$ cat src/hw/dac_sfd_defs.svh
`ifndef DAC_SFD_DEFS_SVH
`define DAC_SFD_DEFS_SVH

// =====================================================================
// special addresses
`define SA_NOP          6'h00
`define SA_CLR_CODE     6'h01
`define SA_SOFT_CLR     6'h02
`define SA_SOFT_PD      6'h08
`define SA_SOFT_PU      6'h09
`define SA_MONITOR      6'h0a
`define SA_CTRL         6'h0c
`define SA_SOFT_RST     6'h0f

// =====================================================================
// reset values and field layout
`define CTRL_RESET      14'h2000
`define CTRL_LIVE_MASK  14'h3f7c
`define CTRL_REF_BIT    12
`define CLR_CODE_RESET  14'h0000
`define GAIN_DEFAULT    14'h3ffe
`define OFFSET_DEFAULT  14'h2000
`define MON_CHAN_RESET  6'h00
`define MON_HIZ_CHAN    6'h3f
`define MON_FIELD_LSB   8
`define MON_FIELD_MSB   13

// =====================================================================
// timing
`define CLK_PERIOD_NS   8
`define CLR_TIME_NS     35000
`define RST_TIME_NS     135000
`define PU_TIME_NS      8000
`define NOP_CYCLES      1

`endif

$ cat src/hw/dac_sfd_pkg.sv
package dac_sfd_pkg;

  // one host word as presented by the host interface
  typedef struct packed {
    logic        valid;
    logic        sel_hi;
    logic        sel_lo;
    logic        rnw;
    logic [5:0]  addr;
    logic [13:0] data;
  } cmd_t;

  // control register, msb first
  typedef struct packed {
    logic       pd_hiz;
    logic       ref_2v5;
    logic       boost;
    logic       int_ref;
    logic       monitor_en;
    logic       thermal_en;
    logic       spare7;
    logic [4:0] toggle_en;
    logic [1:0] spare1_0;
  } ctrl_t;

  typedef enum logic [1:0] {
    S_IDLE = 2'b01,
    S_HOLD = 2'b10
  } state_t;

endpackage

$ cat src/hw/dac_special_function_decoder.sv
`timescale 1ns/1ps
`include "dac_sfd_defs.svh"

module dac_special_function_decoder
  import dac_sfd_pkg::*;
#(
  parameter logic        REF_DEFAULT  = 1'b1,
  parameter int          GROUPS       = 5,
  parameter int          CNT_W        = 16,
  parameter int          CLEAR_CYCLES = (`CLR_TIME_NS + `CLK_PERIOD_NS - 1) / `CLK_PERIOD_NS,
  parameter int          RESET_CYCLES = (`RST_TIME_NS + `CLK_PERIOD_NS - 1) / `CLK_PERIOD_NS
) (
  input  wire logic              clk,
  input  wire logic              rst,
  input  wire cmd_t              cmd,
  input  wire logic              clear_pin_n,
  input  wire logic              load_strobe_n,
  input  wire logic              hw_powerdown,
  input  wire logic              over_temp,
  output logic                   busy_n,
  output logic [13:0]            read_data,
  output logic                   read_valid,
  output logic                   write_rejected,
  output ctrl_t                  special_control,
  output logic [13:0]            clear_code,
  output logic                   load_clear_code,
  output logic                   zero_dacs,
  output logic [13:0]            gain_default,
  output logic [13:0]            offset_default,
  output logic                   powerdown_eff,
  output logic                   amps_enabled,
  output logic                   thermal_tripped,
  output logic [5:0]             monitor_channel,
  output logic                   monitor_routed,
  output logic                   monitor_hiz,
  output logic [GROUPS-1:0]      toggle_b_select
);

  localparam int PU_CYCLES = (`PU_TIME_NS + `CLK_PERIOD_NS - 1) / `CLK_PERIOD_NS;
  localparam logic [13:0] CTRL_DEFAULT = `CTRL_RESET | (14'(REF_DEFAULT) << `CTRL_REF_BIT);

  // true when the host word lands in the special function space
  function automatic logic is_special(input cmd_t c);
    return c.valid && !c.sel_hi && !c.sel_lo;
  endfunction

  // =====================================================================
  // state
  state_t             state_ff,     nxt_state;
  logic [CNT_W-1:0]   cnt_ff,       nxt_cnt;
  ctrl_t              ctrl_ff,      nxt_ctrl;
  logic [13:0]        clr_code_ff,  nxt_clr_code;
  logic [5:0]         mon_ff,       nxt_mon;
  logic               soft_pd_ff,   nxt_soft_pd;
  logic               pd_eff_ff,    nxt_pd_eff;
  logic               therm_ff,     nxt_therm;
  logic [GROUPS-1:0]  tog_ff,       nxt_tog;
  logic               clr_prev_ff,  ld_prev_ff;
  logic [13:0]        rdata_ff,     nxt_rdata;
  logic               rvalid_ff,    nxt_rvalid;
  logic               reject_ff,    nxt_reject;
  logic               load_clr_ff,  nxt_load_clr;
  logic               zero_ff,      nxt_zero;
  logic               busy_n_ff;
  logic               amps_ff,      mon_route_ff, mon_hiz_ff;
  logic               clr_fall,     ld_fall,      take;

  assign clr_fall = clr_prev_ff && !clear_pin_n;
  assign ld_fall  = ld_prev_ff && !load_strobe_n;
  // the clear pin has priority over a host word in the same cycle
  assign take     = (state_ff == S_IDLE) && !clr_fall && is_special(cmd);

  // =====================================================================
  // command decode and next values
  always_comb begin
    nxt_state    = state_ff;
    nxt_cnt      = cnt_ff;
    nxt_ctrl     = ctrl_ff;
    nxt_clr_code = clr_code_ff;
    nxt_mon      = mon_ff;
    nxt_soft_pd  = soft_pd_ff;
    nxt_therm    = therm_ff;
    nxt_tog      = tog_ff;
    nxt_rdata    = rdata_ff;
    nxt_rvalid   = 1'b0;
    nxt_reject   = 1'b0;
    nxt_load_clr = 1'b0;
    nxt_zero     = 1'b0;
    // thermal trip is sticky until a soft power-up sees a cool die
    if (ctrl_ff.thermal_en && over_temp) begin
      nxt_therm = 1'b1;
    end
    if (state_ff == S_HOLD) begin
      nxt_cnt = cnt_ff - CNT_W'(1);
      if (cnt_ff == CNT_W'(1)) begin
        nxt_state = S_IDLE;
      end
    end else if (clr_fall) begin
      nxt_load_clr = 1'b1;
      nxt_state    = S_HOLD;
      nxt_cnt      = CNT_W'(CLEAR_CYCLES);
    end else if (take) begin
      // writes, except no-op, wake-up and control read, are refused in power-down
      if (pd_eff_ff && cmd.addr != `SA_NOP && cmd.addr != `SA_SOFT_PU
          && !(cmd.addr == `SA_CTRL && cmd.rnw)) begin
        nxt_reject = 1'b1;
      end else begin
        unique case (cmd.addr)
          `SA_NOP: begin
            nxt_state = S_HOLD;
            nxt_cnt   = CNT_W'(`NOP_CYCLES);
          end
          `SA_CLR_CODE: begin
            nxt_clr_code = cmd.data;
          end
          `SA_SOFT_CLR: begin
            nxt_load_clr = 1'b1;
            nxt_state    = S_HOLD;
            nxt_cnt      = CNT_W'(CLEAR_CYCLES);
          end
          `SA_SOFT_PD: begin
            nxt_soft_pd = 1'b1;
          end
          `SA_SOFT_PU: begin
            nxt_soft_pd = 1'b0;
            nxt_state   = S_HOLD;
            nxt_cnt     = CNT_W'(PU_CYCLES);
            if (!over_temp) begin
              nxt_therm = 1'b0;
            end
          end
          `SA_CTRL: begin
            if (cmd.rnw) begin
              nxt_rdata  = ctrl_ff;
              nxt_rvalid = 1'b1;
            end else begin
              nxt_ctrl = cmd.data & `CTRL_LIVE_MASK;
            end
          end
          `SA_MONITOR: begin
            nxt_mon = cmd.data[`MON_FIELD_MSB:`MON_FIELD_LSB];
          end
          `SA_SOFT_RST: begin
            nxt_ctrl     = CTRL_DEFAULT;
            nxt_clr_code = `CLR_CODE_RESET;
            nxt_mon      = `MON_CHAN_RESET;
            nxt_tog      = '0;
            nxt_zero     = 1'b1;
            nxt_state    = S_HOLD;
            nxt_cnt      = CNT_W'(RESET_CYCLES);
          end
          default: begin
            nxt_state = state_ff;
          end
        endcase
      end
    end
    // load strobe flips only enabled groups; strobes while busy are dropped
    for (int g = 0; g < GROUPS; g++) begin
      if (!nxt_ctrl.toggle_en[g]) begin
        nxt_tog[g] = 1'b0;
      end else if (ld_fall && state_ff == S_IDLE) begin
        nxt_tog[g] = ~tog_ff[g];
      end
    end
    nxt_pd_eff = hw_powerdown || nxt_soft_pd;
  end

  // =====================================================================
  // registers
  always_ff @(posedge clk or posedge rst) begin
    if (rst) begin
      state_ff     <= S_IDLE;
      cnt_ff       <= '0;
      ctrl_ff      <= CTRL_DEFAULT;
      clr_code_ff  <= `CLR_CODE_RESET;
      mon_ff       <= `MON_CHAN_RESET;
      soft_pd_ff   <= 1'b0;
      pd_eff_ff    <= 1'b0;
      therm_ff     <= 1'b0;
      tog_ff       <= '0;
      clr_prev_ff  <= 1'b1;
      ld_prev_ff   <= 1'b1;
      rdata_ff     <= '0;
      rvalid_ff    <= 1'b0;
      reject_ff    <= 1'b0;
      load_clr_ff  <= 1'b0;
      zero_ff      <= 1'b0;
      busy_n_ff    <= 1'b1;
      amps_ff      <= 1'b0;
      mon_route_ff <= 1'b0;
      mon_hiz_ff   <= 1'b0;
    end else begin
      state_ff     <= nxt_state;
      cnt_ff       <= nxt_cnt;
      ctrl_ff      <= nxt_ctrl;
      clr_code_ff  <= nxt_clr_code;
      mon_ff       <= nxt_mon;
      soft_pd_ff   <= nxt_soft_pd;
      pd_eff_ff    <= nxt_pd_eff;
      therm_ff     <= nxt_therm;
      tog_ff       <= nxt_tog;
      clr_prev_ff  <= clear_pin_n;
      ld_prev_ff   <= load_strobe_n;
      rdata_ff     <= nxt_rdata;
      rvalid_ff    <= nxt_rvalid;
      reject_ff    <= nxt_reject;
      load_clr_ff  <= nxt_load_clr;
      zero_ff      <= nxt_zero;
      busy_n_ff    <= (nxt_state == S_IDLE);
      amps_ff      <= !nxt_pd_eff && !nxt_therm;
      mon_route_ff <= nxt_ctrl.monitor_en && (nxt_mon != `MON_HIZ_CHAN);
      mon_hiz_ff   <= nxt_ctrl.monitor_en && (nxt_mon == `MON_HIZ_CHAN);
    end
  end

  // the variant's reference default is a parameter, so it is a constant that the
  // asynchronous reset may load; power-up and soft reset land in the same control, clear code, monitor and toggle state

  assign busy_n          = busy_n_ff;
  assign read_data       = rdata_ff;
  assign read_valid      = rvalid_ff;
  assign write_rejected  = reject_ff;
  assign special_control = ctrl_ff;
  assign clear_code      = clr_code_ff;
  assign load_clear_code = load_clr_ff;
  assign zero_dacs       = zero_ff;
  assign gain_default    = `GAIN_DEFAULT;
  assign offset_default  = `OFFSET_DEFAULT;
  assign powerdown_eff   = pd_eff_ff;
  assign amps_enabled    = amps_ff;
  assign thermal_tripped = therm_ff;
  assign monitor_channel = mon_ff;
  assign monitor_routed  = mon_route_ff;
  assign monitor_hiz     = mon_hiz_ff;
  assign toggle_b_select = tog_ff;
endmodule

$ cat config.mk
export PLATFORM = sky130hd
export DESIGN_NAME = dac_special_function_decoder
export DESIGN_NICKNAME = d
export VERILOG_FILES = /design/src/hw/dac_sfd_pkg.sv /design/src/hw/dac_special_function_decoder.sv
export VERILOG_INCLUDE_DIRS = /design/src /design/src/hw
export SDC_FILE = /design/constraint.sdc
export NUM_CORES = 1
export LEC_CHECK = 0
export BUFFER_PORTS_ARGS = -buffer_cell sky130_fd_sc_hd__buf_2
export CORE_MARGIN = 8
export CORE_UTILIZATION = 32
export DETAILED_ROUTE_END_ITERATION = 10
export PLACE_DENSITY = 0.56
export SLEW_MARGIN = 10
export SYNTH_ARGS = -nofsm -noshare
export SYNTH_HDL_FRONTEND = slang
export SYNTH_SLANG_ARGS = --single-unit
$ cat constraint.sdc
create_clock -name clk -period 4.8 [get_ports clk]
set_input_delay 1.44 -clock clk [delete_from_list [all_inputs] [get_ports clk]]
set_output_delay 1.44 -clock clk [all_outputs]
set_load 0.02 [all_outputs]
# [Word level (Yosys, flattened, before mapping)]
# Cells that the tools add are included.
[totals] output_inout_bits=91 in_bits=30 elab_cells=192 regBits=84
[classes] add_sub_neg=1 mux=70 reduce_logical=40 bitwise=8 eq_ne=41
[ops] operator="16-bit two-way mux" n=4
[ops] operator="16-bit one-hot mux with 4 select lines" n=1
[ops] operator="14-bit one-hot mux with 2 select lines" n=2
[ops] operator="3-bit by 2-bit != test with 1-bit output (second input constant)" n=15
[ops] operator="1-bit two-way mux" n=41
[ops] operator="10-bit two-way mux" n=4
[ops] operator="6-bit by 4-bit == test with 1-bit output (second input constant)" n=5
[ops] operator="3-bit by 1-bit != test with 1-bit output (second input constant)" n=10
[ops] operator="5-bit AND reduction" n=6
[ops] operator="5-bit two-way mux" n=5
[ops] operator="6-bit two-way mux" n=4
[ops] operator="16-bit by 1-bit == test with 1-bit output (second input constant)" n=1
[ops] operator="16-bit by 1-bit subtractor with 16-bit output (second input constant)" n=1
[ops] operator="1-bit logical AND" n=15
[ops] operator="14-bit two-way mux" n=1
[ops] operator="2-bit two-way mux" n=6
[ops] operator="6-bit one-hot mux with 2 select lines" n=1
[ops] operator="6-bit AND reduction" n=2
[ops] operator="6-bit nonzero test" n=2
[ops] operator="1-bit zero test" n=8
[ops] operator="1-bit NOT" n=8
[ops] operator="6-bit by 1-bit == test with 1-bit output (second input constant)" n=1
[ops] operator="6-bit by 2-bit == test with 1-bit output (second input constant)" n=1
[ops] operator="6-bit == test (second input constant)" n=1
[ops] operator="13 further kinds" n=15

# [Logic depth before layout (Yosys ltp)]
# Gate-level depths: netlist of run 1.
[depth] ltp_word=11 depth_mapped=10 ltp_nobuf=7

# [Worst setup path before layout of run 1]
# OpenSTA, ideal clock, no wires.
[synth_path] path_type="in2reg" from="in cmd[14] (netlist name)" to="reg clr_code_ff[5], in the netlist clear_code[5]" required_ps=4668 slack_ps=1611 setup_time_ps=132 path_buffers=4 arrival_time_ps=3057 cell_stages=10 path_cell_list="buf_2 > nor4b_2 > and3_1 > buf_2 > o21a_4 > buf_6 > o2111ai_4 > buf_2 > nand2_1 > o21ai_1"
[synth_between] elab_chain_len=6 word_cells_on_any_way=14 cone_classes="eq/ne (4); mux (1); bitwise (1); reduce/logical (8)"
[synth_rtl] item="start: declaration" line="dac_special_function_decoder.sv:15" text="input wire cmd_t cmd,"
[synth_rtl] item="6-bit by 4-bit == test with 1-bit output / 6-bit nonzero test (equally long branches)"
[synth_rtl] item="1-bit logical AND, on equally long branches"
[synth_rtl] item="1-bit zero test / 1-bit logical AND (equally long branches)"
[synth_rtl] item="1-bit logical AND" line="dac_special_function_decoder.sv:104" text="if (pd_eff_ff && cmd.addr != `SA_NOP && cmd.addr != `SA_SOFT_PU"
[synth_rtl] item="1-bit NOT (no line)"
[synth_rtl] item="5-bit AND reduction (no line)"
[synth_rtl] item="end signal: assignment" line="dac_special_function_decoder.sv:176" text="clr_code_ff <= `CLR_CODE_RESET;"
[synth_rtl] item="end signal: assignment" line="dac_special_function_decoder.sv:197" text="clr_code_ff <= nxt_clr_code;"
[synth_rtl] item="end: declaration" line="dac_special_function_decoder.sv:52" text="logic [13:0] clr_code_ff, nxt_clr_code;"
# Parallel ways exist; a longest one is shown, timed or not.
# A chain may end at the register's enable or synchronous reset.

# [Worst setup path after layout of run 1]
[layout_path] from="in cmd[19] (netlist name)" to="reg cnt_ff[1]"
[layout_between] elab_chain_len=6 word_cells_on_any_way=20 cone_classes="eq/ne (6); mux (5); reduce/logical (9)"
[layout_rtl] item="6-bit by 4-bit == test with 1-bit output (tied with other cells)" line="dac_special_function_decoder.sv:108" text="unique case (cmd.addr)"
[layout_rtl] item="16-bit one-hot mux with 4 select lines (tied with other cells)" line="dac_special_function_decoder.sv:108"
[layout_rtl] item="16-bit two-way mux (tied with other cells)" line="dac_special_function_decoder.sv:104"
[layout_rtl] item="16-bit two-way mux / 1-bit logical AND (equally long branches)" line="dac_special_function_decoder.sv:102, dac_special_function_decoder.sv:104"
[layout_rtl] item="16-bit two-way mux / 3-bit != test (equally long branches)"
[layout_rtl] item="16-bit two-way mux / 3-bit AND reduction (equally long branches)"
[layout_rtl] item="end signal: assignment" line="dac_special_function_decoder.sv:195" text="cnt_ff <= nxt_cnt;"
[layout_rtl] item="end: declaration" line="dac_special_function_decoder.sv:50" text="logic [CNT_W-1:0] cnt_ff, nxt_cnt;"
# Parallel ways exist; a longest one is shown, timed or not. The select of a mux whose other input is x is not followed.

==> results of run 1 <==
[cells by family after synthesis]
logic type	after synthesis	share of synthesized area (%)
multiplexers	9	2.58
AO/OA/AOI/OAI	122	19.9
AND/OR/NAND/NOR	135	16.3
adder cells (fa/ha/maj)	2	0.637
flip-flops	78	49.9
other	2	0.191
buffers and inverters	67	10.2
XOR/XNOR	1	0.223
[worst paths after layout]
kind                                                   to                       from  cells after the start
worst max-delay path                cnt_ff[1]$_DFFE_PP0P_                    cmd[19]                      7
worst min-delay path            clear_code[5]$_DFFE_PP0P_  clear_code[5]$_DFFE_PP0P_                      2
worst max register to register      cnt_ff[0]$_DFFE_PP0P_      state_ff[0]$_DFF_PP1_                      5
worst min register to register  clear_code[5]$_DFFE_PP0P_  clear_code[5]$_DFFE_PP0P_                      2
max in group asynchronous           cnt_ff[7]$_DFFE_PP0P_                        rst                      3
min in group asynchronous       load_clear_code$_DFF_PP0_                        rst                      3
[state kept, by name, indices dropped and copies added, names as in the netlist, 2 cells and up]
register and flops:
clear_code 14, read_data 11, state_ff 2, cnt_ff 16
monitor_channel 6, special_control 11, toggle_b_select 5
[worst max-delay path, stage by stage]
cell and delay (ns):
buf_2 0.12, or2_1 0.28, o41ai_4 0.52, o21a_4 0.35, a31oi_2 0.44, a2111oi_0 0.49, a21oi_1 0.07
[metrics by stage]
stage	cells	util (%)
2_1_floorplan	448	-
3_3_place_gp	631	36.0
3_5_place_dp	631	36.0
4_1_cts	647	38.5
5_1_grt	649	38.5
6_report	649	38.5
[routing by layer]
metal | vias to the layer above | part of all wire [%]
met5 | - | 0
met4 | 0 | 2.0
met3 | 22 | 6.6
met2 | 131 | 45
met1 | 1565 | 47
li1 | 1558 | -
[final cells by class]
class	count	area, um2	area share (%)
flip-flops and latches	78	1960	42.3
multi-input cells	303	1680	36.4
repair buffers	87	438	9.46
clock buffers	9	225	4.87
well taps	147	184	3.97
clock inverters	7	72.6	1.57
inverters	16	60.1	1.30
diodes	2	5.00	0.108
[cells in the mapped netlist, types with 3 or more instances]
cell type,number
a21oi_1,34
a31oi_1,9
a32o_1,6
buf_2,6
buf_4,34
clkbuf_1,8
dfrtp_1,72
dfstp_2,6
inv_1,16
mux2_2,8
nand2_1,49
nand2b_1,4
nand3_1,8
nor2_1,39
nor2b_1,3
nor3_1,10
nor3b_1,3
o2111ai_1,4
o21ai_0,25
o21ai_1,24
[power groups by stage]
stage | sequential [mW] | combinational [mW] | clock, mW
3_3_place_gp | 0.792 | 0.324 | 0
5_1_grt | 0.795 | 0.387 | 0.726
4_1_cts | 0.783 | 0.338 | 0.698
6_report | 0.786 | 0.340 | 0.679
2_1_floorplan | 0.781 | 0.281 | 0
3_5_place_dp | 0.793 | 0.339 | 0
==> impl_metrics.toml, run 1 <==
[timing]
slew_violations = 0
rsz0062_at_grt = "no"
fin_tns_setup_ns = 0
max_freq_mhz = 282
setup_violations = 0
relSlewSlack_pct = 28.1
skew_ns = 0.00601
worst_pin_slew_ns = 1.08
hold_slack_ns = 0.481
setup_ws_ns = 1.25
period_share_pct = 73.9
period_needed_ns = 3.55
hold_viol = 0

[power]
finalPower_mw = 1.80
p_int_mw = 1.24
p_sw_share_pct = 31.2
p_comb_share_pct = 18.8
p_per_area_nw_per_um2 = 390
power.switching_mw = 0.563
seqPwrFrac_pct = 43.6
leakage_nw = 2.28
ir_drop_uv = 186
clkPwrFrac_pct = 37.6

[worst_setup_path]
cp_max_fo = 25
cp.required_ns = 4.99
cp.arrival_ns = 3.73
critPathLaunchType = "input port"
crit_path_end_kind = "flop"
reg2reg_slack_ns = 1.85
critical_path_class = "in2reg"

[route]
drtIter0Drc = 230
wirelength_mm = 10.7
vias = 3276
ant_nets = 0
vias_per_cell = 5.05
wire_per_inst_um = 16.5
drc = 0
drtPass1Iterations = 7

[floorplanning]
std_cell_rows = 40
io_pins = 121
die_height_um = 127
core_um2 = 12000
die-area_um2 = 16100
dieWidth_um = 127
start_util_pct = 32.7

[clock_tree]
ctsRootBufferMaster = "clkbuf_16"
holdBufCountCts = 0
cts_setup_buffers = 0
cts-resized-gates = 0
cts_buffer_depth = 2
cts_sinks = 78
cts_buffers = 9
cts_tree = "yes"
htree_levels = 3
clk_pin_slew_ns = 0.06
clk_latency_ns = 0.34

[final_layout]
final_nets = 527
fillCellCount = 1236
final_cell_mix = "86 x buf_2, 72 x dfrtp_1, 49 x nand2_1, 39 x nor2_1"
final_area_um2 = 4630
final_common_cell = "buf_2"
syn_to_final_growth_pct = 17.9
drive_gt1_share_pct = 26.4

[placed_design]
io_buffers = 86
dp.final_hpwl_mm = 8.06
gp_congestion = 0.767
dp_slack_ns = 0.917
place_area_um2 = 4330

[logic_synthesis]
syn_area_per_cell_um2 = 9.44
synthCells = 416
synthTopCellsByArea = "dfrtp_1 46%, buf_4 6.5%, nand2_1 4.7%"
ys_types = 56
yosys.area.top_type_share_pct = 45.9
ys_warn_count = 0
seq_area_frac_synth_pct = 49.9
netlist_area_um2 = 3930
synth_edf_count = 0
synth_seq_cells = 78
ys_async_sr_fraction_pct = 100
synthFlopType = "dfrtp_1"
synth.largest_area_cell = "dfrtp_1"

[global_routing]
grt_pass1_wl_mm = 17.4
use_met2_pct = 19.9
grt_usage_pct = 13.6
grt_max_degree = 79
grt_util_met3_pct = 4.48
grtUsageMet1_pct = 17.8
grt_pass1_vias = 3218
grt_antenna_before_repair = 2
grt_overflow = 0
grt-busiest-layer = "met2"

[min_path]
hold_path.class = "reg2reg"

[run_status]
status = "complete, no violations"

[job]
cap_violations = 0
(Power assumes the default switching activity.)
==> run 2, diff against run 1 <==
Clock period 4.8 ns to 3.39 ns, I/O delays scaled along.
==> run 2 against run 1 <==
Against the previous run:
- first-iteration DRC count fell by 11%
- largest cell class unchanged
- sequential power rose by 41%
- routed wire length increased by 1.1%
- sequential share of layout area shrank 0.83 points
- sequential cell count unchanged
- combinational power increased by 46%
- worst setup slack worse by 0.59 ns
- die area stayed put
- clock power up 41%
- hold slack worse by 0.0044 ns
==> impl_metrics.toml, run 2 (same netlist as run 1, synthesis figures left out) <==
[floorplanning]
die_height_um = 127
io_pins = 121
std_cell_rows = 40
core_um2 = 12000
start_util_pct = 32.7
die-area_um2 = 16100
dieWidth_um = 127

[final_layout]
fillCellCount = 1215
seqCellArea_um2 = 1960
largest_reg_flops = 16
final_cell_mix = "86 x buf_2, 72 x dfrtp_1, 49 x nand2_1, 39 x nor2_1"
final_area_um2 = 4720
multiInputGateArea_um2 = 1680
final_nets = 539
max_flop_register = "cnt_ff"
fin_util_pct = 39.3
diodes = 0
final_common_cell = "buf_2"
fin_cells = 659
syn_to_final_growth_pct = 20.3
drive_gt1_share_pct = 27.7

[worst_setup_path]
cp.arrival_ns = 2.97
cp_max_fo = 14
critical_path_class = "in2reg"
critical_path.startpoint = "cmd[17]"
crit_path_end_kind = "flop"
cp.required_ns = 3.64
rr_startpoint = "clr_prev_ff$_DFF_PP1_"
critPathLaunchType = "input port"

[clock_tree]
cts_sinks = 78
cts_buffer_depth = 2
clk_latency_ns = 0.33
htree_levels = 3
clk_pin_slew_ns = 0.06
cts_setup_buffers = 0
ctsRootBufferMaster = "clkbuf_16"
cts_tree = "yes"
holdBufCountCts = 0
cts_buffers = 9
cts-resized-gates = 0

[route]
drc = 0
drtPass1Iterations = 4
vias = 3272
ant_nets = 0
drtIter0Drc = 205
vias_per_cell = 4.97
wirelength_mm = 10.8
wire_per_inst_um = 16.4

[timing]
period_needed_ns = 2.72
skew_ns = 0.00519
max_freq_mhz = 367
slew_violations = 0
hold_viol = 0
relSlewSlack_pct = 54.8
fin_tns_setup_ns = 0
setup_violations = 0
period_share_pct = 80.3
rsz0062_at_grt = "no"
worst_pin_slew_ns = 0.673

[global_routing]
grt_max_degree = 38
grt_pass1_vias = 3179
grt_pass1_wl_mm = 17.8
grt_overflow = 0
grt_antenna_before_repair = 0
grt_usage_pct = 13.7

[run_status]
status = "complete, no violations"

[placed_design]
place_inst = 643
place_area_um2 = 4430
dp.final_hpwl_mm = 8.25
io_buffers = 86
gp_congestion = 0.793

[power]
p_int_mw = 1.77
seqPwrFrac_pct = 43.3
ir_drop_uv = 184
p_per_area_nw_per_um2 = 543
p_comb_share_pct = 19.3
clkPwrFrac_pct = 37.4
finalPower_mw = 2.56
leakage_nw = 2.34
power.switching_mw = 0.788
p_sw_share_pct = 30.7

[job]
cap_violations = 0

[min_path]
min_from = "clear_code[7]$_DFFE_PP0P_"
hold_path.class = "reg2reg"
[run 2: cell types whose count changed in the layout (fill, tap and decap cells not counted), sizes merged]
cell	change
buf	+12
clkbuf	+2
clkinvlp	-1
clkinv	-1
diode	-2
[run 2: cell type report]
cell class / instances / share of cell area [%]
Clock inverter: 5 / 1.27
Tap cell: 147 / 3.90
Inverter: 16 / 1.27
Timing Repair Buffer: 99 / 11.4
Sequential cell: 78 / 41.5
Clock buffer: 11 / 4.93
Multi-Input combinational cell: 303 / 35.7
[run 2: layer usage]
| metal | part of all wire [%] | vias to the layer above | GRT usage (%) |
|---|---|---|---|
| li1 | - | 1577 | - |
| met1 | 48 | 1585 | 18.8 |
| met2 | 45 | 104 | 20.7 |
| met3 | 6.3 | 6 | 3.48 |
| met4 | 0.63 | 0 | 4.41 |
| met5 | 0 | - | 0 |
[run 2: power by group through the flow]
| stage | clock [mW] | sequential, mW | combinational, mW |
|---|---|---|---|
| floorplan | 0 | 1.11 | 0.398 |
| global placement | 0 | 1.12 | 0.480 |
| detailed placement | 0 | 1.12 | 0.494 |
| CTS | 0.984 | 1.11 | 0.495 |
| global route | 1.01 | 1.13 | 0.576 |
| finish | 0.958 | 1.11 | 0.495 |
[run 2: final timing paths]
check,slack (ns),to,cells past startpoint
hold / removal,0.48,clear_code[7]$_DFFE_PP0P_,2
max in group asynchronous,2.03,special_control[13]$_DFFE_PP1P_,3
hold reg to reg,0.48,clear_code[7]$_DFFE_PP0P_,2
min in group asynchronous,0.63,clear_code[1]$_DFFE_PP0P_,2
setup / recovery,0.67,cnt_ff[0]$_DFFE_PP0P_,8
setup reg to reg,1.11,cnt_ff[0]$_DFFE_PP0P_,6
[run 2: per-stage QoR]
step	worst slack [ns]	hold slack, ns
3_5_place_dp	0.335	0.467
4_1_cts	0.664	0.484
5_1_grt	0.499	0.508
2_1_floorplan	0.388	0.443
3_3_place_gp	0.427	0.463
6_report	0.668	0.476
[run 2: critical path, cell delays in order]
cell     delay (ns)
buf_2          0.14
nor2b_1        0.15
buf_4          0.15
and3_1         0.19
o21a_4         0.23
a31oi_2        0.56
mux2_1         0.39
a21oi_1        0.13
